## src/common/ass_map.vh

```
// Register map, field positions, reset values and timing counts.
`ifndef ASS_MAP_VH
`define ASS_MAP_VH
// Register addresses on the plain register port.
`define ASS_ADDR_CTRL0     4'h0
`define ASS_ADDR_CTRL1     4'h1
`define ASS_ADDR_CTRL2     4'h2
`define ASS_ADDR_CTRL3     4'h3
`define ASS_ADDR_STATUS    4'h4
`define ASS_ADDR_RES0      4'h8
// Control 0 fields.
`define ASS_C0_START       0
`define ASS_C0_TRIG_MODE   1
`define ASS_C0_MODE_LO     2
`define ASS_C0_MODE_HI     3
// Control 1 fields.
`define ASS_C1_SCAN_LO     0
`define ASS_C1_SCAN_HI     1
`define ASS_C1_RES10       2
// Control 2 and 3 fields.
`define ASS_C2_SMP         0
`define ASS_C3_DMA         0
// Mode encodings.
`define ASS_MODE_SINGLE    2'h0
`define ASS_MODE_REP0      2'h1
`define ASS_MODE_REP1      2'h2
// Per-pin conversion times in converter clocks.
`define ASS_CYC_SMP8       6'h1c
`define ASS_CYC_SMP10      6'h21
`define ASS_CYC_NOSMP8     6'h2f
`define ASS_CYC_NOSMP10    6'h3a
// Misc widths and constants.
`define ASS_PIN_LAST       3'h7
`define ASS_ZERO16         16'h0000
`define ASS_DEFAULT_DATA   16'h0000
`endif

```

## src/rtl/ass_result_mem.v

```verilog
// Eight-word result memory with registered read data.
`timescale 1ns/1ps
module ass_result_mem (
  // Clock and reset.
  input  wire        clock,
  input  wire        arst_n,
  // Write side.
  input  wire        wr_en,
  input  wire [2:0]  wr_addr,
  input  wire [9:0]  wr_data,
  // Read side.
  input  wire [2:0]  rd_addr,
  output reg  [9:0]  rd_data
);

  // Storage for the eight per-pin results.
  reg [9:0] mem_r [0:7];
  integer   i;

  // Write port and registered read port; reset clears every word.
  always @(posedge clock or negedge arst_n) begin
    if (!arst_n) begin
      for (i = 0; i < 8; i = i + 1) begin
        mem_r[i] <= 10'h000;
      end
      rd_data <= 10'h000;
    end else begin
      if (wr_en) begin
        mem_r[wr_addr] <= wr_data;
      end
      rd_data <= mem_r[rd_addr];
    end
  end

endmodule // ass_result_mem

```

## src/rtl/ass_sequencer.v

```verilog
// Sweep sequencer of the A/D converter with its register port.
//
// Summary of operation
// - Single sweep converts each group pin once.
// - Scan group picks 2, 4, 6, 8 pins.
// - Single sweep without DMA: one end interrupt.
// - DMA on: interrupt after every pin.
// - Single sweep ends, clears start unless in trigger mode; software stops.
// - Start by write, or trigger edge after.
// - Repeat sweep 0 loops group without pause.
// - Repeat sweep 0 runs until start cleared.
// - Repeat modes without DMA raise no interrupt.
// - Repeat sweep 1 interleaves priority pins.
// - Scan group picks 1 to 4 priority pins.
// - Repeat sweep 1 ignores triggers while converting.
// - Repeat sweep 1 runs until start cleared.
// - No DMA: result goes to pin's register.
// - DMA on: every result into register zero.
// - Ten-bit mode fills bits nine to zero.
// - Eight-bit mode fills bits seven to zero.
// - Sample-hold takes 28 or 33 cycles.
//
// The address-and-strobe port and the placing of the registers were decided locally.
`timescale 1ns/1ps
`include "ass_map.vh"
module ass_sequencer #(
  // Per-pin conversion cycles without sample-and-hold.
  parameter [5:0] CYC_NOSMP8  = `ASS_CYC_NOSMP8,
  parameter [5:0] CYC_NOSMP10 = `ASS_CYC_NOSMP10
) (
  // Clock and reset.
  input  wire        clock,
  input  wire        arst_n,
  // Register port.
  input  wire [3:0]  reg_addr,
  input  wire [15:0] reg_wdata,
  input  wire        reg_wr,
  input  wire        reg_rd,
  output reg  [15:0] reg_rdata,
  // Trigger inputs.
  input  wire        external_trigger_pin,
  input  wire        motor_timer_trigger,
  // Analog core interface.
  input  wire [9:0]  conv_code,
  output reg  [2:0]  conv_channel,
  output reg         conv_busy,
  // Interrupt request and DMA request pulse.
  output reg         conv_irq,
  output reg         dma_request
);

  // Control state held by software.
  reg        conversion_start_bit_r; // Start bit.
  reg        trigger_mode_select_r;  // Wait for hardware trigger.
  reg [1:0]  mode_r;                 // Sweep mode.
  reg        scan_group_lo_r;        // Scan group, low bit.
  reg        scan_group_hi_r;        // Scan group, high bit.
  reg        res10_r;                // Ten-bit resolution.
  reg        sample_hold_enable_r;   // Sample-and-hold on.
  reg        dma_mode_enable_r;      // DMA mode on.
  // Sequencer state.
  reg        running_r;              // A pass is converting.
  reg [5:0]  cyc_cnt_r;              // Cycles left for this pin.
  reg [2:0]  pin_r;                  // Pin being converted.
  reg [2:0]  next_normal_r;          // Next non-priority pin in sweep 1.
  reg [1:0]  prio_idx_r;             // Priority pin index in sweep 1.
  reg        prio_turn_r;            // Sweep 1: next slot is priority.
  // Synchronised trigger inputs and edge history.
  reg        ext_s1_r;
  reg        ext_s2_r;
  reg        ext_d_r;
  reg        tmr_s1_r;
  reg        tmr_s2_r;
  reg        tmr_d_r;
  // Result memory port.
  reg        mem_wr;
  reg [2:0]  mem_waddr;
  wire [9:0] mem_rdata;
  reg [2:0]  rd_pin_r;               // Memory read address latched.
  reg        rd_mem_r;               // Read answer comes from memory.
  reg [15:0] rd_reg_r;               // Read answer from a plain register.
  wire [1:0] scan_group;
  wire       trig_edge;
  wire       start_write;
  wire       stop_write;
  wire       pin_done;
  wire [9:0] result;

  // Last pin of the single or repeat-0 group for a scan code.
  function [2:0] group_last;
    input [1:0] code;
    begin
      case (code)
        2'h0:    group_last = 3'h1;
        2'h1:    group_last = 3'h3;
        2'h2:    group_last = 3'h5;
        default: group_last = 3'h7;
      endcase
    end
  endfunction

  // Last priority pin in repeat sweep 1 for a scan code.
  function [1:0] prio_last;
    input [1:0] code;
    begin
      prio_last = code;
    end
  endfunction

  // Conversion cycle count for the current settings.
  function [5:0] pin_cycles;
    input sample_hold_enable;
    input r10;
    begin
      if (sample_hold_enable) begin
        pin_cycles = r10 ? `ASS_CYC_SMP10 : `ASS_CYC_SMP8;
      end else begin
        pin_cycles = r10 ? CYC_NOSMP10 : CYC_NOSMP8;
      end
    end
  endfunction

  assign scan_group  = {scan_group_hi_r, scan_group_lo_r};
  assign start_write = reg_wr && (reg_addr == `ASS_ADDR_CTRL0) &&
                       reg_wdata[`ASS_C0_START];
  assign stop_write  = reg_wr && (reg_addr == `ASS_ADDR_CTRL0) &&
                       !reg_wdata[`ASS_C0_START];
  // Falling edge of the external pin or rising edge of the timer event.
  assign trig_edge   = (ext_d_r && !ext_s2_r) || (tmr_s2_r && !tmr_d_r);
  assign pin_done    = running_r && (cyc_cnt_r == 6'h01);
  assign result      = res10_r ? conv_code : {2'h0, conv_code[9:2]};

  // Trigger synchronisers; the second stage and its delayed copy feed edge logic.
  always @(posedge clock or negedge arst_n) begin
    if (!arst_n) begin
      ext_s1_r <= 1'b1;
      ext_s2_r <= 1'b1;
      ext_d_r  <= 1'b1;
      tmr_s1_r <= 1'b0;
      tmr_s2_r <= 1'b0;
      tmr_d_r  <= 1'b0;
    end else begin
      ext_s1_r <= external_trigger_pin;
      ext_s2_r <= ext_s1_r;
      ext_d_r  <= ext_s2_r;
      tmr_s1_r <= motor_timer_trigger;
      tmr_s2_r <= tmr_s1_r;
      tmr_d_r  <= tmr_s2_r;
    end
  end

  // Configuration registers written by software.
  always @(posedge clock or negedge arst_n) begin
    if (!arst_n) begin
      trigger_mode_select_r <= 1'b0;
      mode_r                <= `ASS_MODE_SINGLE;
      scan_group_lo_r       <= 1'b0;
      scan_group_hi_r       <= 1'b0;
      res10_r               <= 1'b0;
      sample_hold_enable_r  <= 1'b0;
      dma_mode_enable_r     <= 1'b0;
    end else if (reg_wr) begin
      case (reg_addr)
        `ASS_ADDR_CTRL0: begin
          trigger_mode_select_r <= reg_wdata[`ASS_C0_TRIG_MODE];
          mode_r <= reg_wdata[`ASS_C0_MODE_HI:`ASS_C0_MODE_LO];
        end
        `ASS_ADDR_CTRL1: begin
          scan_group_lo_r <= reg_wdata[`ASS_C1_SCAN_LO];
          scan_group_hi_r <= reg_wdata[`ASS_C1_SCAN_HI];
          res10_r         <= reg_wdata[`ASS_C1_RES10];
        end
        `ASS_ADDR_CTRL2: begin
          sample_hold_enable_r <= reg_wdata[`ASS_C2_SMP];
        end
        `ASS_ADDR_CTRL3: begin
          dma_mode_enable_r <= reg_wdata[`ASS_C3_DMA];
        end
        default: begin
          dma_mode_enable_r <= dma_mode_enable_r;
        end
      endcase
    end
  end

  // Sweep sequencer: start, pin stepping, stop and events.
  always @(posedge clock or negedge arst_n) begin
    if (!arst_n) begin
      conversion_start_bit_r <= 1'b0;
      running_r     <= 1'b0;
      cyc_cnt_r     <= 6'h00;
      pin_r         <= 3'h0;
      next_normal_r <= 3'h0;
      prio_idx_r    <= 2'h0;
      prio_turn_r   <= 1'b0;
      mem_wr        <= 1'b0;
      mem_waddr     <= 3'h0;
      conv_irq      <= 1'b0;
      dma_request   <= 1'b0;
      conv_channel  <= 3'h0;
      conv_busy     <= 1'b0;
    end else begin
      mem_wr      <= 1'b0;
      conv_irq    <= 1'b0;
      dma_request <= 1'b0;
      if (stop_write) begin
        conversion_start_bit_r <= 1'b0;
        running_r <= 1'b0;
      end else if (start_write && !running_r &&
                   !reg_wdata[`ASS_C0_TRIG_MODE]) begin
        // The trigger mode written with the start bit decides, since the
        // stored copy only changes at this same edge.
        // software start
        conversion_start_bit_r <= 1'b1;
        running_r   <= 1'b1;
        pin_r       <= 3'h0;
        prio_idx_r  <= 2'h0;
        prio_turn_r <= 1'b0;
        next_normal_r <= {1'b0, prio_last(scan_group)} + 3'h1;
        cyc_cnt_r   <= pin_cycles(sample_hold_enable_r, res10_r);
      end else if (start_write) begin
        // Armed; a trigger edge will begin the pass.
        conversion_start_bit_r <= 1'b1;
      end else if (conversion_start_bit_r && trigger_mode_select_r &&
                   trig_edge &&
                   !(running_r && mode_r == `ASS_MODE_REP1)) begin
        running_r   <= 1'b1;
        pin_r       <= 3'h0;
        prio_idx_r  <= 2'h0;
        prio_turn_r <= 1'b0;
        next_normal_r <= {1'b0, prio_last(scan_group)} + 3'h1;
        cyc_cnt_r   <= pin_cycles(sample_hold_enable_r, res10_r);
      end else if (pin_done) begin
        mem_wr    <= 1'b1;
        mem_waddr <= dma_mode_enable_r ? 3'h0 : pin_r;
        if (dma_mode_enable_r) begin
          conv_irq    <= 1'b1;
          dma_request <= 1'b1;
        end
        cyc_cnt_r <= pin_cycles(sample_hold_enable_r, res10_r);
        case (mode_r)
          `ASS_MODE_SINGLE: begin
            if (pin_r == group_last(scan_group)) begin
              running_r <= 1'b0;
              if (!trigger_mode_select_r) begin
                conversion_start_bit_r <= 1'b0;
              end
              if (!dma_mode_enable_r) begin
                conv_irq <= 1'b1;
              end
            end else begin
              pin_r <= pin_r + 3'h1;
            end
          end
          `ASS_MODE_REP0: begin
            if (pin_r == group_last(scan_group)) begin
              pin_r <= 3'h0;
            end else begin
              pin_r <= pin_r + 3'h1;
            end
          end
          `ASS_MODE_REP1: begin
            if (prio_turn_r) begin
              pin_r       <= {1'b0, prio_idx_r};
              prio_turn_r <= 1'b0;
            end else if (pin_r > {1'b0, prio_last(scan_group)} ||
                         prio_idx_r == prio_last(scan_group)) begin
              // Priority group done; convert one normal pin next.
              prio_idx_r  <= 2'h0;
              pin_r       <= next_normal_r;
              prio_turn_r <= 1'b1;
              if (next_normal_r == `ASS_PIN_LAST) begin
                next_normal_r <= {1'b0, prio_last(scan_group)} + 3'h1;
              end else begin
                next_normal_r <= next_normal_r + 3'h1;
              end
            end else begin
              prio_idx_r <= prio_idx_r + 2'h1;
              pin_r      <= {1'b0, prio_idx_r} + 3'h1;
            end
          end
          default: begin
            running_r <= 1'b0;
          end
        endcase
      end else if (running_r) begin
        cyc_cnt_r <= cyc_cnt_r - 6'h01;
      end
      conv_channel <= pin_r;
      conv_busy    <= running_r;
    end
  end

  // Read decode: register and memory both answer in the next cycle.
  always @(posedge clock or negedge arst_n) begin
    if (!arst_n) begin
      rd_pin_r <= 3'h0;
      rd_mem_r <= 1'b0;
      rd_reg_r <= `ASS_ZERO16;
    end else begin
      rd_pin_r <= reg_addr[2:0];
      rd_mem_r <= reg_rd && reg_addr[3];
      rd_reg_r <= `ASS_ZERO16;
      if (reg_rd) begin
        case (reg_addr)
          `ASS_ADDR_CTRL0:
            rd_reg_r <= {12'h000, mode_r, trigger_mode_select_r,
                         conversion_start_bit_r};
          `ASS_ADDR_CTRL1:
            rd_reg_r <= {13'h0000, res10_r, scan_group_hi_r,
                         scan_group_lo_r};
          `ASS_ADDR_CTRL2:
            rd_reg_r <= {15'h0000, sample_hold_enable_r};
          `ASS_ADDR_CTRL3:
            rd_reg_r <= {15'h0000, dma_mode_enable_r};
          `ASS_ADDR_STATUS:
            rd_reg_r <= {12'h000, pin_r, running_r};
          default:
            rd_reg_r <= `ASS_DEFAULT_DATA;
        endcase
      end
    end
  end

  // Read data mux; memory words come from the memory's registered read port.
  always @* begin
    reg_rdata = rd_mem_r ? {6'h00, mem_rdata} : rd_reg_r;
  end

  // Result memory; its read address follows the bus address directly.
  ass_result_mem u_mem (
    .clock   (clock),
    .arst_n  (arst_n),
    .wr_en   (mem_wr),
    .wr_addr (mem_waddr),
    .wr_data (result),
    .rd_addr (reg_addr[2:0]),
    .rd_data (mem_rdata)
  );

endmodule // ass_sequencer

```

## config.mk

```make
export PLATFORM = sky130hd
export DESIGN_NAME = ass_sequencer
export DESIGN_NICKNAME = d
export VERILOG_FILES = /design/src/rtl/ass_result_mem.v /design/src/rtl/ass_sequencer.v
export VERILOG_INCLUDE_DIRS = /design/src /design/src/common
export SDC_FILE = /design/constraint.sdc
export NUM_CORES = 1
export LEC_CHECK = 0
export BUFFER_PORTS_ARGS = -buffer_cell sky130_fd_sc_hd__clkbuf_2
export CORE_MARGIN = 3
export CORE_UTILIZATION = 40
export CTS_CLUSTER_SIZE = 12
export DETAILED_ROUTE_END_ITERATION = 10
export GPL_TIMING_DRIVEN = 0
export PLACE_DENSITY_LB_ADDON = 0.25
export SYNTH_ARGS = -nofsm -noshare
export SYNTH_HDL_FRONTEND = slang
export SYNTH_SLANG_ARGS = --single-unit
```

## constraint.sdc

```tcl
create_clock -name clock -period 6.2 [get_ports clock]
set_input_delay 0.62 -clock clock [delete_from_list [all_inputs] [get_ports clock]]
set_output_delay 0.62 -clock clock [all_outputs]
set_load 0.03 [all_outputs]
```

# After elaboration in Yosys (flattened, before gate mapping)
# Index checks and enable logic that the tools add are counted.
[classes]
add_sub_neg = 6
multipliers = 0
div = 0
magnitude_cmp = 4
eq_ne = 21
shifts = 0
mux = 97
n_bitwise = 6
reduce_logical = 47
[op_table]
columns = ["op", "count"]
rows = [
  ["$mux W3", 29],
  ["$bwmux W80", 1],
  ["$mux W6", 7],
  ["$mux W1", 40],
  ["$mux W10", 4],
  ["$mux W16", 2],
  ["$bmux W10 S3", 1],
  ["$demux W10 S3", 1],
  ["$pmux W4 S5", 1],
  ["$reduce_and A5 Y1", 4],
  ["$reduce_bool A4 Y1", 5],
  ["$pmux W3 S3", 2],
  ["$logic_and A1 B1 Y1", 14],
  ["$mux W2", 7],
  ["$reduce_bool A3 Y1", 3],
  ["$eq A4 B2 Y1 const B", 2],
  ["$ge A4 B4 Y1 const B", 2],
  ["$ne A4 B1 Y1 const B", 2],
  ["$ne A4 B4 Y1 const B", 2],
  ["$not A3 Y4", 2],
  ["$reduce_and A2 Y1", 4],
  ["$reduce_and A4 Y1", 2],
  ["$add A2 B1 Y3 const B", 2],
  ["$add A3 B1 Y3 const B", 2],
  ["26 further kinds", 40],
]
[word_totals]
register_bits = 148
latch_bits = 0
ram_bits = 0
mem_bits_ro = 0
inputBits = 36
output_inout_bits = 22
elab_cells = 218
mem_count = 0

# Logic depth before layout (Yosys ltp)
# Gate-level depths: netlist of the first run.
[depth]
ltp_word = 17
ltp_mapped = 9
depth_no_buf = 8

# Hierarchy
# From an unflattened synthesis of the first run, not the netlist that was laid out.
[hier_totals]
hier_cells = 509
area_unflattened_um2 = 6734.0
[modules_own_cells]
columns = ["module", "instances", "cells_per_inst", "area_each_um2", "seq_area_each_um2"]
rows = [
  ["ass_result_mem", 1, 220, 3945.0, 2252.2],
  ["ass_sequencer", 1, 289, 2788.9, 1154.9],
]

# Least setup slack after synthesis of the first run
# OpenSTA, ideal clock, no wires.
[synth_path]
kind = "input to register"
startpoint = "input reg_addr[0]"
endpoint = "register u_mem.rd_data[2]"
setup_ns = 0.125
t_arrival_ns = 1.880
required_ns = 6.075
setup_slack_ns = 4.195
cell_stages = 4
n_path_buf = 2
path_cell_list = "buf_2 buf_4 mux4_2 mux2_2"
[synth_between]
elab_chain_len = 4
[synth_rtl]
columns = ["element", "line_no", "source"]
rows = [
  ["start, declared", "ass_sequencer.v:35", "input wire [3:0] reg_addr,"],
  ["$not A3 Y4 (implied by the code)", "ass_result_mem.v:31", "rd_data <= mem_r[rd_addr];"],
  ["$bmux W10 S3", "ass_result_mem.v:31", ""],
  ["$mux W10 (implied by the code) (2 in a row)", "ass_result_mem.v:31", ""],
  ["end signal, assigned", "ass_result_mem.v:31", ""],
  ["end, declared", "ass_result_mem.v:13", "output reg [9:0] rd_data"],
]
# No other way between the ends. The select of a mux whose other input is x is not followed.
# A chain may end at the register's enable or synchronous reset.

# Worst setup path after layout of the first run
[layout_path]
startpoint = "register scan_group_hi_r"
endpoint = "register pin_r[0]"
[layout_between]
elab_chain_len = 15
elab_cells_between_ends = 31
classes_between = "order compare (1); eq/ne (6); mux (21); reduce/logical (3)"
[layout_rtl]
columns = ["element", "line_no", "source"]
rows = [
  ["start, declared", "ass_sequencer.v:57", "reg scan_group_hi_r;"],
  ["start signal, assigned", "ass_sequencer.v:170", "scan_group_hi_r <= reg_wdata[`ASS_C1_SCAN_HI];"],
  ["$eq A2 B2 Y1 (tied with other cells)", "ass_sequencer.v:93", "case (code)"],
  ["$pmux W3 S3", "ass_sequencer.v:93", ""],
  ["$mux W3", "ass_sequencer.v:241", "case (mode_r)"],
  ["$mux W3", "ass_sequencer.v:233", "end else if (pin_done) begin"],
  ["$mux W3", "ass_sequencer.v:224", "end else if (conversion_start_bit_r && trigger_mode_select_r &&"],
  ["$mux W3", "ass_sequencer.v:221", "end else if (start_write) begin"],
  ["$mux W3", "ass_sequencer.v:209", "end else if (start_write && !running_r &&"],
  ["$mux W3", "ass_sequencer.v:206", "if (stop_write) begin"],
  ["$eq A3 B3 Y1", "ass_sequencer.v:256", "if (pin_r == group_last(scan_group)) begin"],
  ["$mux W3", "ass_sequencer.v:256", ""],
  ["$pmux W3 S3", "ass_sequencer.v:241", ""],
  ["$mux W3", "ass_sequencer.v:233", ""],
  ["$mux W3", "ass_sequencer.v:224", ""],
  ["$mux W3", "ass_sequencer.v:221", ""],
  ["$mux W3", "ass_sequencer.v:209", ""],
  ["end signal, assigned", "ass_sequencer.v:252", "pin_r <= pin_r + 3'h1;"],
  ["end signal, assigned", "ass_sequencer.v:259", "pin_r <= pin_r + 3'h1;"],
  ["end signal, assigned", "ass_sequencer.v:264", "pin_r <= {1'b0, prio_idx_r};"],
  ["end, declared", "ass_sequencer.v:64", "reg [2:0] pin_r;"],
]
# Parallel ways exist; a longest one is shown, timed or not. The select of a mux whose other input is x is not followed.

==> results.md, run 1 <==
Clock tree:
- The clock slew seen by the registers of the worst setup and hold paths is 60 ps.
- The number of clock buffers added by TritonCTS is 17.
- For the worst-skew pair, the clock arrives at the later sink with an insertion delay of 420 ps.
- The post-cts resize count is 0.
- Hold repair after CTS inserted 0 buffers.
- The buffer type at the clock tree root is sky130_fd_sc_hd__clkbuf_16.
- The total number of H-tree levels is 4.
- TritonCTS built the clock tree.
- In this run the post-CTS setup repair buffer count came out at 0.
- The number of buffers on the longest clock path is 2.
- The TritonCTS sink count is 136.

Setup path:
- STA classifies the critical path startpoint as a register.
- The buffer and inverter count on the worst path is 1.
- The sort of element at the end of the critical path is a register.
- The critical path goes through inv_1 > ha_1 > nor2b_1 > o21ai_1 > and2_1 > o311ai_0 > a32o_1.
- The delay of the slowest cell on the worst path is 490 ps.
- Broken down by cell family, the worst path's largest delay share belongs to compound AO/OA/AOI/OAI gates.
- The required time of the critical path is 6500 ps.
- In this run the worst path has a maximum fanout of 7.
- The worst endpoint data arrival time is 2660 ps.
- The startpoint-to-endpoint class of the critical path is register to register.
- The critical-path cell with the highest stage delay is sky130_fd_sc_hd__dfrtp_1.

Timing:
- The worst slack on hold paths is 134 ps.
- For this run, the top clock speed supported by timing is 0.422 GHz.
- The max-slew violation total from the final report came to 0.
- At the pin with the least slew margin, the transition time is 873 ps.
- The number of setup violations in the final report is 0.
- Setup repair after global routing left no endpoint under its margin.
- In the finished design, the share of the clock period the worst path needs comes to 38.2%.
- The final total negative setup slack is 0 ps.
- The final period demand of the worst path is 2370 ps.
- Clock skew on the completed layout was measured at 12.1 ps.
- The final hold violation count is 0.
- The worst pin sits at a relative slew slack of 40.1%.

Synth:
- In the synthesized netlist the dominant register cell turns out to be sky130_fd_sc_hd__dfrtp_1.
- In this run, synthesis inferred 0 flip-flops with an integrated enable.
- The cell area that synthesis handed to floorplanning was 6630 um^2.
- For this run, the number of Yosys warnings is 0.
- Summed over all instances, the cell type with the most area after synthesis is sky130_fd_sc_hd__dfrtp_1.
- The count of state elements after synthesis is 136.
- The top-area cell type share of the netlist area is 50.2%.
- After synthesis, the cell types taking the most area are sky130_fd_sc_hd__dfrtp_1 (50%), sky130_fd_sc_hd__o21ai_0 (7.3%), sky130_fd_sc_hd__mux4_2 (6.8%).
- A synthesized cell averages 10.9 um^2.
- The gate count of the mapped netlist is 611.
- Yosys instantiated no cell more often than sky130_fd_sc_hd__dfrtp_1.
- Counting instances in the post-synthesis netlist gives the leading cell types as sky130_fd_sc_hd__dfrtp_1 (133), sky130_fd_sc_hd__nand2_1 (112), sky130_fd_sc_hd__o21ai_0 (97), sky130_fd_sc_hd__clkbuf_1 (22), sky130_fd_sc_hd__mux2_2 (21).
- The synthesized netlist contains 68 unique library cells.
- For this run, asynchronously set or reset flops after synthesis account for 100%.
- The sequential-to-total area share from yosys stat is 51.4%.

Route:
- For this run, design rule violations remaining after detail routing come to 0.
- The wire length per cell after detailed routing is 17.9 um.
- Summed over all layers, the routed wires come to 16.2 mm.
- Dividing the detail-routed via count by the number of cells gives 5.46.
- In this run, the number of DRC markers left after iteration 0 of detailed routing was 387.
- The via count is 4,928.
- The first TritonRoute pass finished after 5 iterations.
- The remaining antenna violation count is 0.

Cells and area:
- The final design utilization is 48.0%.
- The antenna diode count is 0.
- The share of final-layout standard cells stronger than drive strength 1 is 21.0%.
- Relative to the synthesized area, the layout overhead comes to 16.3%.
- The final layout contains 727 nets.

Global routing:
- Entering global routing, the biggest net connects 89 pins.
- The number of global-route vias before repair was 5,062.
- The total routing resource utilization after global routing is 19.0%.
- The first global-routing pass estimated 26.5 mm of wire.
- The initial antenna violation count is 0.
- For this run the aggregate overflow at the end of global routing stands at 0.

Floorplan:
- The total core area is 16,100 um^2.
- The floorplan row count is 46.
- The starting density of the core is 41.3%.
- Pin placement for this block handled 58 I/O pins.
- The floorplan step set the die width to 135 um.
- The floorplan step set the die height to 135 um.
- The die area is 18,200 um^2.

Pwr:
- The power density over cell area is 365 nW/um^2.
- The static leakage is 0.00346 uW.
- The worst-case vdd ir drop is 196 uV.

Job:
- The number of max-cap violations is 0.

Place:
- The number of buffers inserted by port buffering is 39.
- The placer's final routability congestion estimate is 0.863.
- Detailed placement finished with a half-perimeter wire length of 11.4 mm.

Worst hold path:
- The class of the worst hold path is input port to async pin.

Outcome:
- The run finished with clean final reports.
==> worst register-to-register path: cells and delay by family, from the launching register on <==
family / cells / cell delay (ps)
AO/OA/AOI/OAI: 3 / 930
flip-flops: 1 / 490
buffers and inverters: 1 / 110
AND/OR/NAND/NOR: 2 / 400
adder cells (fa/ha/maj): 1 / 310
==> report_power, final <==
part	leakage [uW]	internal [uW]	switching, uW
Combinational	0.00180	299	384
Sequential	0.00139	1030	132
Clock	0.000272	606	361
==> cell families (layout without fill, tap and decap cells) <==
group                    after synthesis  in the layout  synth area share (%)
AO/OA/AOI/OAI                        150            150                  14.0
XOR/XNOR                               3              3                 0.396
other                                  1              6                0.0566
adder cells (fa/ha/maj)               16             16                  3.02
buffers and inverters                 53            123                  3.70
flip-flops                           136            136                  51.4
multiplexers                          59             59                  13.2
AND/OR/NAND/NOR                      193            193                  14.3
==> flip-flops by register name, summed over array words and instances (netlist names), 3 cells and up <==
signal,flops
u_mem.rd_data,10
conv_channel,3
next_normal_r,3
cyc_cnt_r,6
rd_reg_r,4
mem_waddr,3
pin_r,3
u_mem.mem_r,80
==> final cells by class <==
type	count	area, um^2
Tap cell	216	270
Multi-Input combinational cell	427	3000
Clock buffer	22	464
Buffer	37	185
Timing Repair Buffer	40	231
Clock inverter	8	98.8
Fill cell	1446	8340
Inverter	16	60.1
Sequential cell	136	3410
==> stage by stage <==
| step | power, uW | setup slack (ps) | instances | instance area (um^2) |
|---|---|---|---|---|
| after floorplan | 1650 | 4200 | 616 | 6650 |
| after global placement | 1820 | 2410 | 871 | 7110 |
| after detailed placement | 1850 | 3750 | 872 | 7150 |
| after CTS | 2830 | 3820 | 902 | 7710 |
| after global routing | 2970 | 3650 | 902 | 7710 |
| final | 2810 | 3830 | 902 | 7710 |
==> layer usage <==
metal	part of all wire [%]	track usage, %
met5	0	0
met4	2.2	7.07
met3	5.4	4.47
met2	47	29.1
met1	46	26.4
==> layout by cell type (no fill, tap or decap), types with 2 or more instances in the layout <==
master / synthesis / routed
sky130_fd_sc_hd__a22o_1: 5 / 5
sky130_fd_sc_hd__nor3_1: 8 / 8
sky130_fd_sc_hd__nand3_1: 12 / 12
sky130_fd_sc_hd__a31oi_2: 2 / 2
sky130_fd_sc_hd__conb_1: 1 / 6
sky130_fd_sc_hd__nand2_1: 112 / 112
sky130_fd_sc_hd__dfrtp_1: 133 / 133
sky130_fd_sc_hd__bufinv_16: 0 / 2
sky130_fd_sc_hd__mux4_2: 20 / 20
sky130_fd_sc_hd__clkinv_2: 0 / 3
sky130_fd_sc_hd__dfstp_2: 3 / 3
sky130_fd_sc_hd__buf_6: 2 / 2
sky130_fd_sc_hd__mux2i_1: 17 / 17
sky130_fd_sc_hd__o31ai_1: 5 / 5
sky130_fd_sc_hd__nand4_1: 3 / 3
sky130_fd_sc_hd__o311ai_0: 2 / 2
sky130_fd_sc_hd__nand2b_1: 7 / 7
sky130_fd_sc_hd__nor3b_4: 2 / 2
sky130_fd_sc_hd__clkbuf_2: 1 / 39
sky130_fd_sc_hd__buf_2: 3 / 3
sky130_fd_sc_hd__nor2b_1: 10 / 10
sky130_fd_sc_hd__clkbuf_1: 22 / 25
sky130_fd_sc_hd__clkinvlp_4: 0 / 2
sky130_fd_sc_hd__a32o_1: 3 / 3
sky130_fd_sc_hd__o21ai_0: 97 / 97
sky130_fd_sc_hd__nor2_1: 12 / 12
sky130_fd_sc_hd__mux2_2: 21 / 21
sky130_fd_sc_hd__o21bai_1: 2 / 2
sky130_fd_sc_hd__inv_1: 16 / 16
sky130_fd_sc_hd__clkbuf_16: 0 / 17
sky130_fd_sc_hd__and3_1: 3 / 3
sky130_fd_sc_hd__clkbuf_8: 0 / 3
sky130_fd_sc_hd__and2_1: 9 / 9
sky130_fd_sc_hd__nor3_4: 2 / 2
sky130_fd_sc_hd__xnor2_1: 2 / 2
sky130_fd_sc_hd__buf_1: 2 / 2
sky130_fd_sc_hd__ha_1: 16 / 16
sky130_fd_sc_hd__o21ai_1: 3 / 3
sky130_fd_sc_hd__buf_4: 7 / 7
sky130_fd_sc_hd__a21oi_1: 13 / 13
==> path summary, 6_finish.rpt <==
path	startpoint	end	slack [ps]	depth (start not counted)
worst max-delay path	scan_group_hi_r	pin_r[0]	3830	7
worst min-delay path	arst_n	u_mem.rd_data[4]	130	1
worst max register to register	scan_group_hi_r	pin_r[0]	3830	7
worst min register to register	tmr_s1_r	tmr_s2_r	350	0
max in group asynchronous	arst_n	ext_s1_r	5280	2
min in group clock	external_trigger_pin	ext_s1_r	290	1
Note: power is estimated with default switching activity, not from simulation.
==> run 2: changes to the inputs <==
==> constraint.sdc (replaced) <==
create_clock -name clock -period 2.02 [get_ports clock]
set_input_delay 0.202 -clock clock [delete_from_list [all_inputs] [get_ports clock]]
set_output_delay 0.202 -clock clock [all_outputs]
set_load 0.03 [all_outputs]
==> results.md, run 2 (same netlist as run 1, synthesis figures left out) <==
Outcome:
- The checks that failed: negative setup slack.
- Result of the run: complete, but fails checks (was finished, final reports clean).

Route:
- The remaining antenna violation count is 0 (unchanged).
- The via count is 5,005 (was 4,928).
- The number of detailed-route iterations in the first pass is 5 (unchanged).
- The met2 wire length is 7.80 mm (was 7.57 mm).
- The DRC violation count after routing is 0 (unchanged).
- The highest layer used for signal routing is met4 (unchanged).
- The met1 wire length came to 7.35 mm (was 7.36 mm).
- The detail-routed via count per cell is 5.46 (about the same).
- The wire length per cell after detailed routing is 18.0 um (was 17.9 um).
- The length of routed met3 wiring came to 1.00 mm (was 871 um).
- The overall routed net length is 16.5 mm (was 16.2 mm).
- The number of DRC violations after detailed-routing iteration 0 was 392 (was 387).

Timing:
- The worst setup skew after layout is 13.8 ps (was 12.1 ps).
- RSZ-0062 raised after global routing: yes (was no).
- The final period demand of the worst path is 2080 ps (was 2370 ps).
- The fmax is 0.481 GHz (was 0.422 GHz).
- The max-slew violation total from the final report is 0 (unchanged).
- The remaining max-slew budget at the tightest pin is 41.2% (was 40.1%).
- The final hold violation count is 0 (unchanged).
- The number of setup violations in the final report is 2 (was 0).
- The final critical-path setup slack is -57.9 ps (was 3830 ps).
- The period utilization is 103% (was 38.2%).
- The slew at the pin with the worst max-slew slack is 857 ps (was 873 ps).

Pwr:
- The worst-case vdd ir drop is 606 uV (was 196 uV).
- The power density over cell area was 1120 nW/um^2 (was 365 nW/um^2).
- The static leakage came to 0.00356 uW (was 0.00346 uW).

Global routing:
- The sum of overflow across all layers after global routing is 0 (unchanged).
- The number of global-route vias before repair is 5,154 (was 5,062).
- The total routing resource utilization after global routing is 19.3% (was 19.0%).
- The wire length of the first global-routing pass is 27.0 mm (was 26.5 mm).
- The maximum number of pins on one net before global-route repair is 89 (unchanged).
- The initial antenna violation count is 0 (unchanged).

Cells and area:
- The register with the most flip-flops is u_mem.mem_r (unchanged).
- The share of final-layout standard cells stronger than drive strength 1 came to 26.7% (was 21.0%).
- The number of fill cells came to 1,417 (was 1,446).
- The leading cell type in the layout, fill and taps excluded was sky130_fd_sc_hd__dfrtp_1 (unchanged).
- The final layout net count is 742 (was 727).
- The number of flip-flops under the largest register name is 80 (unchanged).
- Largest registers in the final layout: u_mem.mem_r x80, u_mem.rd_data x10, cyc_cnt_r x6 (unchanged).
- The layout overhead on the synthesized area is 20.9% (was 16.3%).
- The antenna diode count was 0 (unchanged).
- The final design utilization was 49.9% (was 48.0%).
- The cell area after layout was 8020 um^2 (was 7710 um^2).
- Top library cells by usage in the layout, fill and taps aside: sky130_fd_sc_hd__dfrtp_1 (129), sky130_fd_sc_hd__nand2_1 (112), sky130_fd_sc_hd__o21ai_0 (96), sky130_fd_sc_hd__clkbuf_2 (39), sky130_fd_sc_hd__clkbuf_1 (23) (was sky130_fd_sc_hd__dfrtp_1 (133), sky130_fd_sc_hd__nand2_1 (112), sky130_fd_sc_hd__o21ai_0 (97), sky130_fd_sc_hd__clkbuf_2 (39), sky130_fd_sc_hd__clkbuf_1 (25)).

Setup path:
- The sort of element at the end of the critical path is a register (unchanged).
- The cell depth of the worst flop-to-flop path came to 7 (unchanged).
- The startpoint type of the worst setup path is a register (unchanged).
- The buffer and inverter count on the worst path came to 1 (unchanged).
- List of cells traversed by the critical path: inv_2 > ha_4 > or3_4 > a211oi_4 > o31ai_2 > a41o_1 > a32o_2 (was inv_1 > ha_1 > nor2b_1 > o21ai_1 > and2_1 > o311ai_0 > a32o_1).
- The family with the most delay on the worst path is compound AO/OA/AOI/OAI gates (unchanged).
- The delay of the slowest cell on the worst path came to 440 ps (was 490 ps).
- The worst endpoint data arrival time is 2380 ps (was 2660 ps).
- The flop-to-flop setup slack was -60 ps (was 3830 ps).
- The critical-path cell with the highest stage delay is sky130_fd_sc_hd__dfrtp_2 (was sky130_fd_sc_hd__dfrtp_1).
- The beginning of the worst register-to-register path was scan_group_hi_r (unchanged).
- The capturing point of the worst reg2reg path is pin_r[1] (was pin_r[0]).
- The required time of the critical path is 2320 ps (was 6500 ps).
- The largest driver fanout on the critical path is 4 (was 7).
- The startpoint-to-endpoint class of the critical path is register to register (unchanged).

Place:
- The placer's final routability congestion estimate was 0.863 (unchanged).
- The estimated wirelength of the detail-placed design came to 11.4 mm (unchanged).
- The number of buffers inserted by port buffering came to 39 (unchanged).
- The placed standard-cell area is 7150 um^2 (unchanged).

Clock tree:
- The clock slew seen by the registers of the worst setup and hold paths is 60 ps (about the same).
- The clock latency on the worst-skew pair is 430 ps (was 420 ps).
- The buffer type at the clock tree root is sky130_fd_sc_hd__clkbuf_16 (unchanged).
- The total CTS buffers is 17 (unchanged).
- The number of buffers on the longest clock path came to 2 (unchanged).
- The total number of H-tree levels is 4 (unchanged).
- The clock tree from TritonCTS is done (unchanged).
- The TritonCTS sink count is 136 (unchanged).

Floorplan:
- The die area came to 18,200 um^2 (unchanged).
- The total core area was 16,100 um^2 (unchanged).
- The floorplan row count is 46 (unchanged).
- The boundary pin count is 58 (unchanged).
- The starting density of the core came to 41.3% (unchanged).
- The die height was 135 um (unchanged).
- The horizontal extent of the die is 135 um (unchanged).

Job:
- The number of max-cap violations came to 0 (unchanged).

Worst hold path:
- The cell depth of the worst hold path is 3.
- The start point of the worst hold path is reg_wdata[3].
- The class of the worst hold path is input port to register (was input port to async pin).
- The worst hold path endpoint is mode_r[1].
-- run 2: cell types whose count changed in the layout (fill, tap and decap cells not counted), moves of 4 or more --
| cell | change |
|---|---|
| sky130_fd_sc_hd__dfrtp_2 | +4 |
| sky130_fd_sc_hd__mux2i_2 | +4 |
| sky130_fd_sc_hd__buf_4 | +14 |
| sky130_fd_sc_hd__mux2i_1 | -5 |
| sky130_fd_sc_hd__dfrtp_1 | -4 |
| sky130_fd_sc_hd__ha_1 | -4 |
-- run 2: through the flow --
step | TNS (ps) | total power [uW] | std cells | hold WS [ps] | setup WS (ps)
after global routing | -580 | 9470 | 917 | 20.9 | -118
final | -85.4 | 8990 | 917 | 10.0 | -57.9
after CTS | -147 | 8920 | 914 | 8.67 | -57.4
after detailed placement | -11510 | 5680 | 872 | 175 | -354
after floorplan | 0 | 5060 | 616 | -93.6 | 28.5
after global placement | -188520 | 5590 | 871 | 303 | -1350
-- run 2: worst reg2reg max path: cells and delay by family (launching register included) --
kind,cells,cell delay (ps)
compound gates,4,890
flops,1,440
simple gates,1,400
buf+inv,1,80
fa+ha+maj,1,160
-- run 2: final cells by class --
cell class	instances	area (um^2)	area share, %
Inverter	16	60.1	0.749
Clock inverter	8	98.8	1.23
Clock buffer	22	464	5.79
Multi-Input combinational cell	427	3160	39.4
Buffer	35	181	2.26
Sequential cell	136	3410	42.6
Tap cell	216	270	3.37
Timing Repair Buffer	57	367	4.57
-- run 2: worst max path at each step --
stage                      endpoint  slack, ps             from  depth (start not counted)
detailed placement  u_mem.mem_r[43]       -350          res10_r                          4
global placement           tmr_s1_r      -1350           arst_n                          1
finish                     pin_r[1]        -60  scan_group_hi_r                          7
CTS                        pin_r[1]        -60  scan_group_lo_r                          6
global route               pin_r[2]       -120  scan_group_hi_r                          8
floorplan                  pin_r[1]         30  scan_group_lo_r                          6
-- run 2: timing repair --
action,in CTS,in global routing
resized for setup,25,19
hold buffers,3,0
hold endpoints to repair,49,0
setup buffers,10,4
setup endpoints to repair,52,48
pin swaps,9,5
-- run 2: routing by layer --
metal | track usage (%) | up-vias
met3 | 4.66 | 23
met2 | 29.9 | 177
li1 | - | 2321
met4 | 7.07 | 0
met1 | 26.7 | 2484
met5 | 0 | -
-- run 2: where the power goes --
part	leakage (uW)	switching (uW)	internal (uW)
registers	0.00139	413	3170
logic	0.00191	1300	1130
clock network	0.000272	1120	1860
total	0.00356	2840	6160
==> run 3: changes to the inputs <==
--- a/config.mk
+++ b/config.mk
@@ -15,4 +15,5 @@
 export PLACE_DENSITY_LB_ADDON = 0.25
 export SYNTH_ARGS = -nofsm -noshare
 export SYNTH_HDL_FRONTEND = slang
+export SYNTH_HIERARCHICAL = 1
 export SYNTH_SLANG_ARGS = --single-unit
==> results.md, run 3 <==
Outcome:
- Result of the run: complete, but fails checks (unchanged).
- Violations in the final reports: negative setup slack (unchanged).

Cells and area:
- The final design utilization is 49.9% (about the same).
- The register with the most flip-flops is u_mem/mem_r (was u_mem.mem_r).
- The leading cell type in the layout, fill and taps excluded is sky130_fd_sc_hd__dfrtp_1 (unchanged).
- Top library cells by usage in the layout, fill and taps aside: sky130_fd_sc_hd__dfrtp_1 (129), sky130_fd_sc_hd__mux2_2 (108), sky130_fd_sc_hd__clkbuf_2 (37), sky130_fd_sc_hd__nand2_1 (33), sky130_fd_sc_hd__o21ai_0 (21) (was sky130_fd_sc_hd__dfrtp_1 (129), sky130_fd_sc_hd__nand2_1 (112), sky130_fd_sc_hd__o21ai_0 (96), sky130_fd_sc_hd__clkbuf_2 (39), sky130_fd_sc_hd__clkbuf_1 (23)).
- The number of flip-flops under the largest register name was 80 (unchanged).
- The layout overhead on the synthesized area is 19.9% (was 20.9%).
- The register area is 3410 um^2 (unchanged).
- The number of fill cells came to 1,423 (was 1,417).
- The share of final-layout standard cells stronger than drive strength 1 is 42.0% (was 26.7%).
- The area occupied by multi-input gates is 3260 um^2 (was 3160 um^2).
- Largest registers in the final layout: u_mem/mem_r x80, u_mem/rd_data x10, cyc_cnt_r x6 (was u_mem.mem_r x80, u_mem.rd_data x10, cyc_cnt_r x6).
- The antenna diode count is 0 (unchanged).
- The final layout net count is 636 (was 742).
- The cell area after layout is 8080 um^2 (was 8020 um^2).

Clock tree:
- The TritonCTS sink count is 136 (unchanged).
- The clock latency on the worst-skew pair came to 420 ps (was 430 ps).
- The number of buffers on the longest clock path was 2 (unchanged).
- The clock tree from TritonCTS is done (unchanged).
- The buffer type at the clock tree root is sky130_fd_sc_hd__clkbuf_16 (unchanged).
- The total CTS buffers is 17 (unchanged).
- The total number of H-tree levels was 4 (unchanged).
- The clock slew seen by the registers of the worst setup and hold paths is 60 ps (about the same).

Worst hold path:
- The class of the worst hold path was input port to register (unchanged).

Timing:
- The worst slack on hold paths is 31.5 ps (was 10.0 ps).
- The slew at the pin with the worst max-slew slack is 804 ps (was 857 ps).
- The number of setup violations in the final report came to 2 (unchanged).
- The final hold violation count was 0 (unchanged).
- The fmax is 0.461 GHz (was 0.481 GHz).
- The final period demand of the worst path is 2170 ps (was 2080 ps).
- The max-slew violation total from the final report is 0 (unchanged).
- The final total negative setup slack is -170 ps (was -85.4 ps).
- The final critical-path setup slack is -151 ps (was -57.9 ps).
- The remaining max-slew budget at the tightest pin is 46.4% (was 41.2%).
- RSZ-0062 raised after global routing: yes (unchanged).
- The period utilization is 107% (was 103%).
- The worst setup skew after layout was 13.3 ps (was 13.8 ps).

Synth:
- Biggest area contributors in the synthesized netlist: sky130_fd_sc_hd__dfrtp_1 (49%), sky130_fd_sc_hd__mux2_2 (18%), sky130_fd_sc_hd__mux4_1 (7.8%) (was sky130_fd_sc_hd__dfrtp_1 (50%), sky130_fd_sc_hd__o21ai_0 (7.3%), sky130_fd_sc_hd__mux4_2 (6.8%)).
- The post-synthesis cell type count came to 62 (was 68).
- The synthesized cell area is 6730 um^2 (was 6630 um^2).
- The sequential-to-total area share from yosys stat is 50.6% (was 51.4%).
- Top post-synthesis cells by count: sky130_fd_sc_hd__dfrtp_1 (133), sky130_fd_sc_hd__mux2_2 (108), sky130_fd_sc_hd__nand2_1 (35), sky130_fd_sc_hd__o21ai_0 (24), sky130_fd_sc_hd__mux4_1 (20) (was sky130_fd_sc_hd__dfrtp_1 (133), sky130_fd_sc_hd__nand2_1 (112), sky130_fd_sc_hd__o21ai_0 (97), sky130_fd_sc_hd__clkbuf_1 (22), sky130_fd_sc_hd__mux2_2 (21)).
- The top flip-flop cell by instance count after synthesis is sky130_fd_sc_hd__dfrtp_1 (unchanged).
- The gate count of the mapped netlist came to 509 (was 611).
- The post-synthesis average cell area is 13.2 um^2 (was 10.9 um^2).
- The share of async-settable or async-resettable flops after synthesis was 100% (unchanged).
- The number of enable flip-flop cells after synthesis is 0 (unchanged).
- The top-area cell type share of the netlist area is 49.4% (was 50.2%).
- The total of warnings raised by yosys came to 6 (was 0).
- The dominant cell by count in the synthesized netlist is sky130_fd_sc_hd__dfrtp_1 (unchanged).
- The count of state elements after synthesis is 136 (unchanged).
- The most area-hungry cell type in the Yosys netlist is sky130_fd_sc_hd__dfrtp_1 (unchanged).

Route:
- The number of DRC violations after detailed-routing iteration 0 was 205 (was 392).
- The overall routed net length is 15.3 mm (was 16.5 mm).
- The via count was 4,405 (was 5,005).
- The remaining antenna violation count was 0 (unchanged).
- The DRC violation count after routing is 0 (unchanged).
- The number of detailed-route iterations in the first pass came to 4 (was 5).
- The wire length per cell after detailed routing came to 18.8 um (was 18.0 um).
- The detail-routed via count per cell is 5.42 (was 5.46).

Global routing:
- The number of global-route vias before repair came to 4,583 (was 5,154).
- The maximum number of pins on one net before global-route repair was 70 (was 89).
- The total routing resource utilization after global routing is 17.8% (was 19.3%).
- The wire length of the first global-routing pass was 24.9 mm (was 27.0 mm).
- The initial antenna violation count is 0 (unchanged).
- The sum of overflow across all layers after global routing is 0 (unchanged).

Place:
- The placed standard-cell area is 7240 um^2 (was 7150 um^2).
- The number of buffers inserted by port buffering is 37 (was 39).
- The placer's final routability congestion estimate is 0.859 (was 0.863).
- The worst-case setup slack after placement is -313 ps (was -354 ps).
- The estimated wirelength of the detail-placed design is 9.91 mm (was 11.4 mm).

Setup path:
- The required time of the critical path came to 2280 ps (was 2320 ps).
- The sort of element at the end of the critical path is a register (unchanged).
- The startpoint type of the worst setup path is a register (unchanged).
- The delay of the slowest cell on the worst path came to 480 ps (was 440 ps).
- List of cells traversed by the critical path: ha_4 > or3_4 > or3_1 > o211a_1 > nor3b_2 > o211ai_1 > o311ai_2 (was inv_2 > ha_4 > or3_4 > a211oi_4 > o31ai_2 > a41o_1 > a32o_2).
- The largest driver fanout on the critical path is 6 (was 4).
- The startpoint-to-endpoint class of the critical path is register to register (unchanged).
- The critical-path cell with the highest stage delay is sky130_fd_sc_hd__dfrtp_2 (unchanged).
- The worst endpoint data arrival time is 2430 ps (was 2380 ps).

Floorplan:
- The total core area is 16,200 um^2 (was 16,100 um^2).
- The boundary pin count is 58 (unchanged).
- The starting density of the core is 41.6% (was 41.3%).
- The floorplan row count is 46 (unchanged).
- The die height is 136 um (was 135 um).
- The horizontal extent of the die was 136 um (was 135 um).
- The die area is 18,400 um^2 (was 18,200 um^2).

Pwr:
- The worst-case vdd ir drop is 602 uV (was 606 uV).
- The power density over cell area was 1000 nW/um^2 (was 1120 nW/um^2).
- The static leakage came to 0.00376 uW (was 0.00356 uW).

Job:
- The number of max-cap violations is 0 (unchanged).
run 3: cell types whose count changed in the layout (fill, tap and decap cells not counted), moves of 7 or more:
cell and change:
sky130_fd_sc_hd__mux4_2 -20, sky130_fd_sc_hd__nand3_1 -7, sky130_fd_sc_hd__mux4_1 +20, sky130_fd_sc_hd__clkbuf_1 -20, sky130_fd_sc_hd__mux2i_1 -8, sky130_fd_sc_hd__mux2_2 +90
sky130_fd_sc_hd__nand2_1 -79, sky130_fd_sc_hd__o21ai_0 -75
run 3: through the flow:
stage | total power (uW) | instances
6_report | 8090 | 813
5_1_grt | 8520 | 813
4_1_cts | 8060 | 807
3_5_place_dp | 4910 | 768
3_3_place_gp | 4840 | 767
2_1_floorplan | 4420 | 514
run 3: area by class of cell:
cell class	count	share of cell area (%)
flip-flops and latches	136	42.3
multi-input cells	337	40.3
clock buffers	20	5.78
repair buffers	52	4.17
well taps	216	3.35
plain buffers	25	2.00
clock inverters	12	1.41
inverters	15	0.697
run 3: worst max-delay path: cells and delay by family (launching register included):
family                     cells  cell delay, ps
and+or+nand+nor                3             840
adders and majority gates      1             200
AOI/OAI and AO/OA              3             490
DFF                            1             480
run 3: timing repair:
action                     4_1_cts  5_1_grt
setup endpoints to repair       64       18
setup buffers                    4        6
pin swaps                        1        8
hold buffers                     4        0
hold endpoints to repair        71        0
gates resized for setup         18       16
run 3: logic make-up (layout without fill, tap and decap cells):
group | count (synthesis) | count (layout) | share of synthesized area [%]
AND/OR/NAND/NOR | 111 | 111 | 9.64
AO/OA/AOI/OAI | 69 | 69 | 6.65
multiplexers | 132 | 132 | 26.5
buffers and inverters | 41 | 124 | 3.23
adder cells (fa/ha/maj) | 16 | 16 | 2.97
other | 1 | 6 | 0.0557
XOR/XNOR | 3 | 3 | 0.390
flip-flops | 136 | 136 | 50.6
run 3: power breakdown:
group	internal (uW)	leakage, uW	switching (uW)
clock	1800	0.000288	1210
sequential	3040	0.00175	304
combinational	796	0.00172	932
run 3: worst paths after layout:
check	start	endpoint	slack (ps)	depth (start not counted)
max	scan_group_lo_r	pin_r[1]	-150	7
min	reg_wdata[2]	mode_r[0]	30	3
max reg2reg	scan_group_lo_r	pin_r[1]	-150	7
min reg2reg	tmr_s1_r	tmr_s2_r	350	0
max in group asynchronous	arst_n	ext_s2_r	900	3
min in group asynchronous	arst_n	cyc_cnt_r[4]	350	2
run 3: metal layers:
| metal | vias up | track usage [%] | wire [um] |
|---|---|---|---|
| met1 | 2256 | 24.3 | 7130 |
| met3 | 22 | 4.38 | 563 |
| met5 | - | 0 | 0 |
| li1 | 2029 | - | - |
| met2 | 98 | 28.3 | 7380 |
| met4 | 0 | 5.15 | 221 |
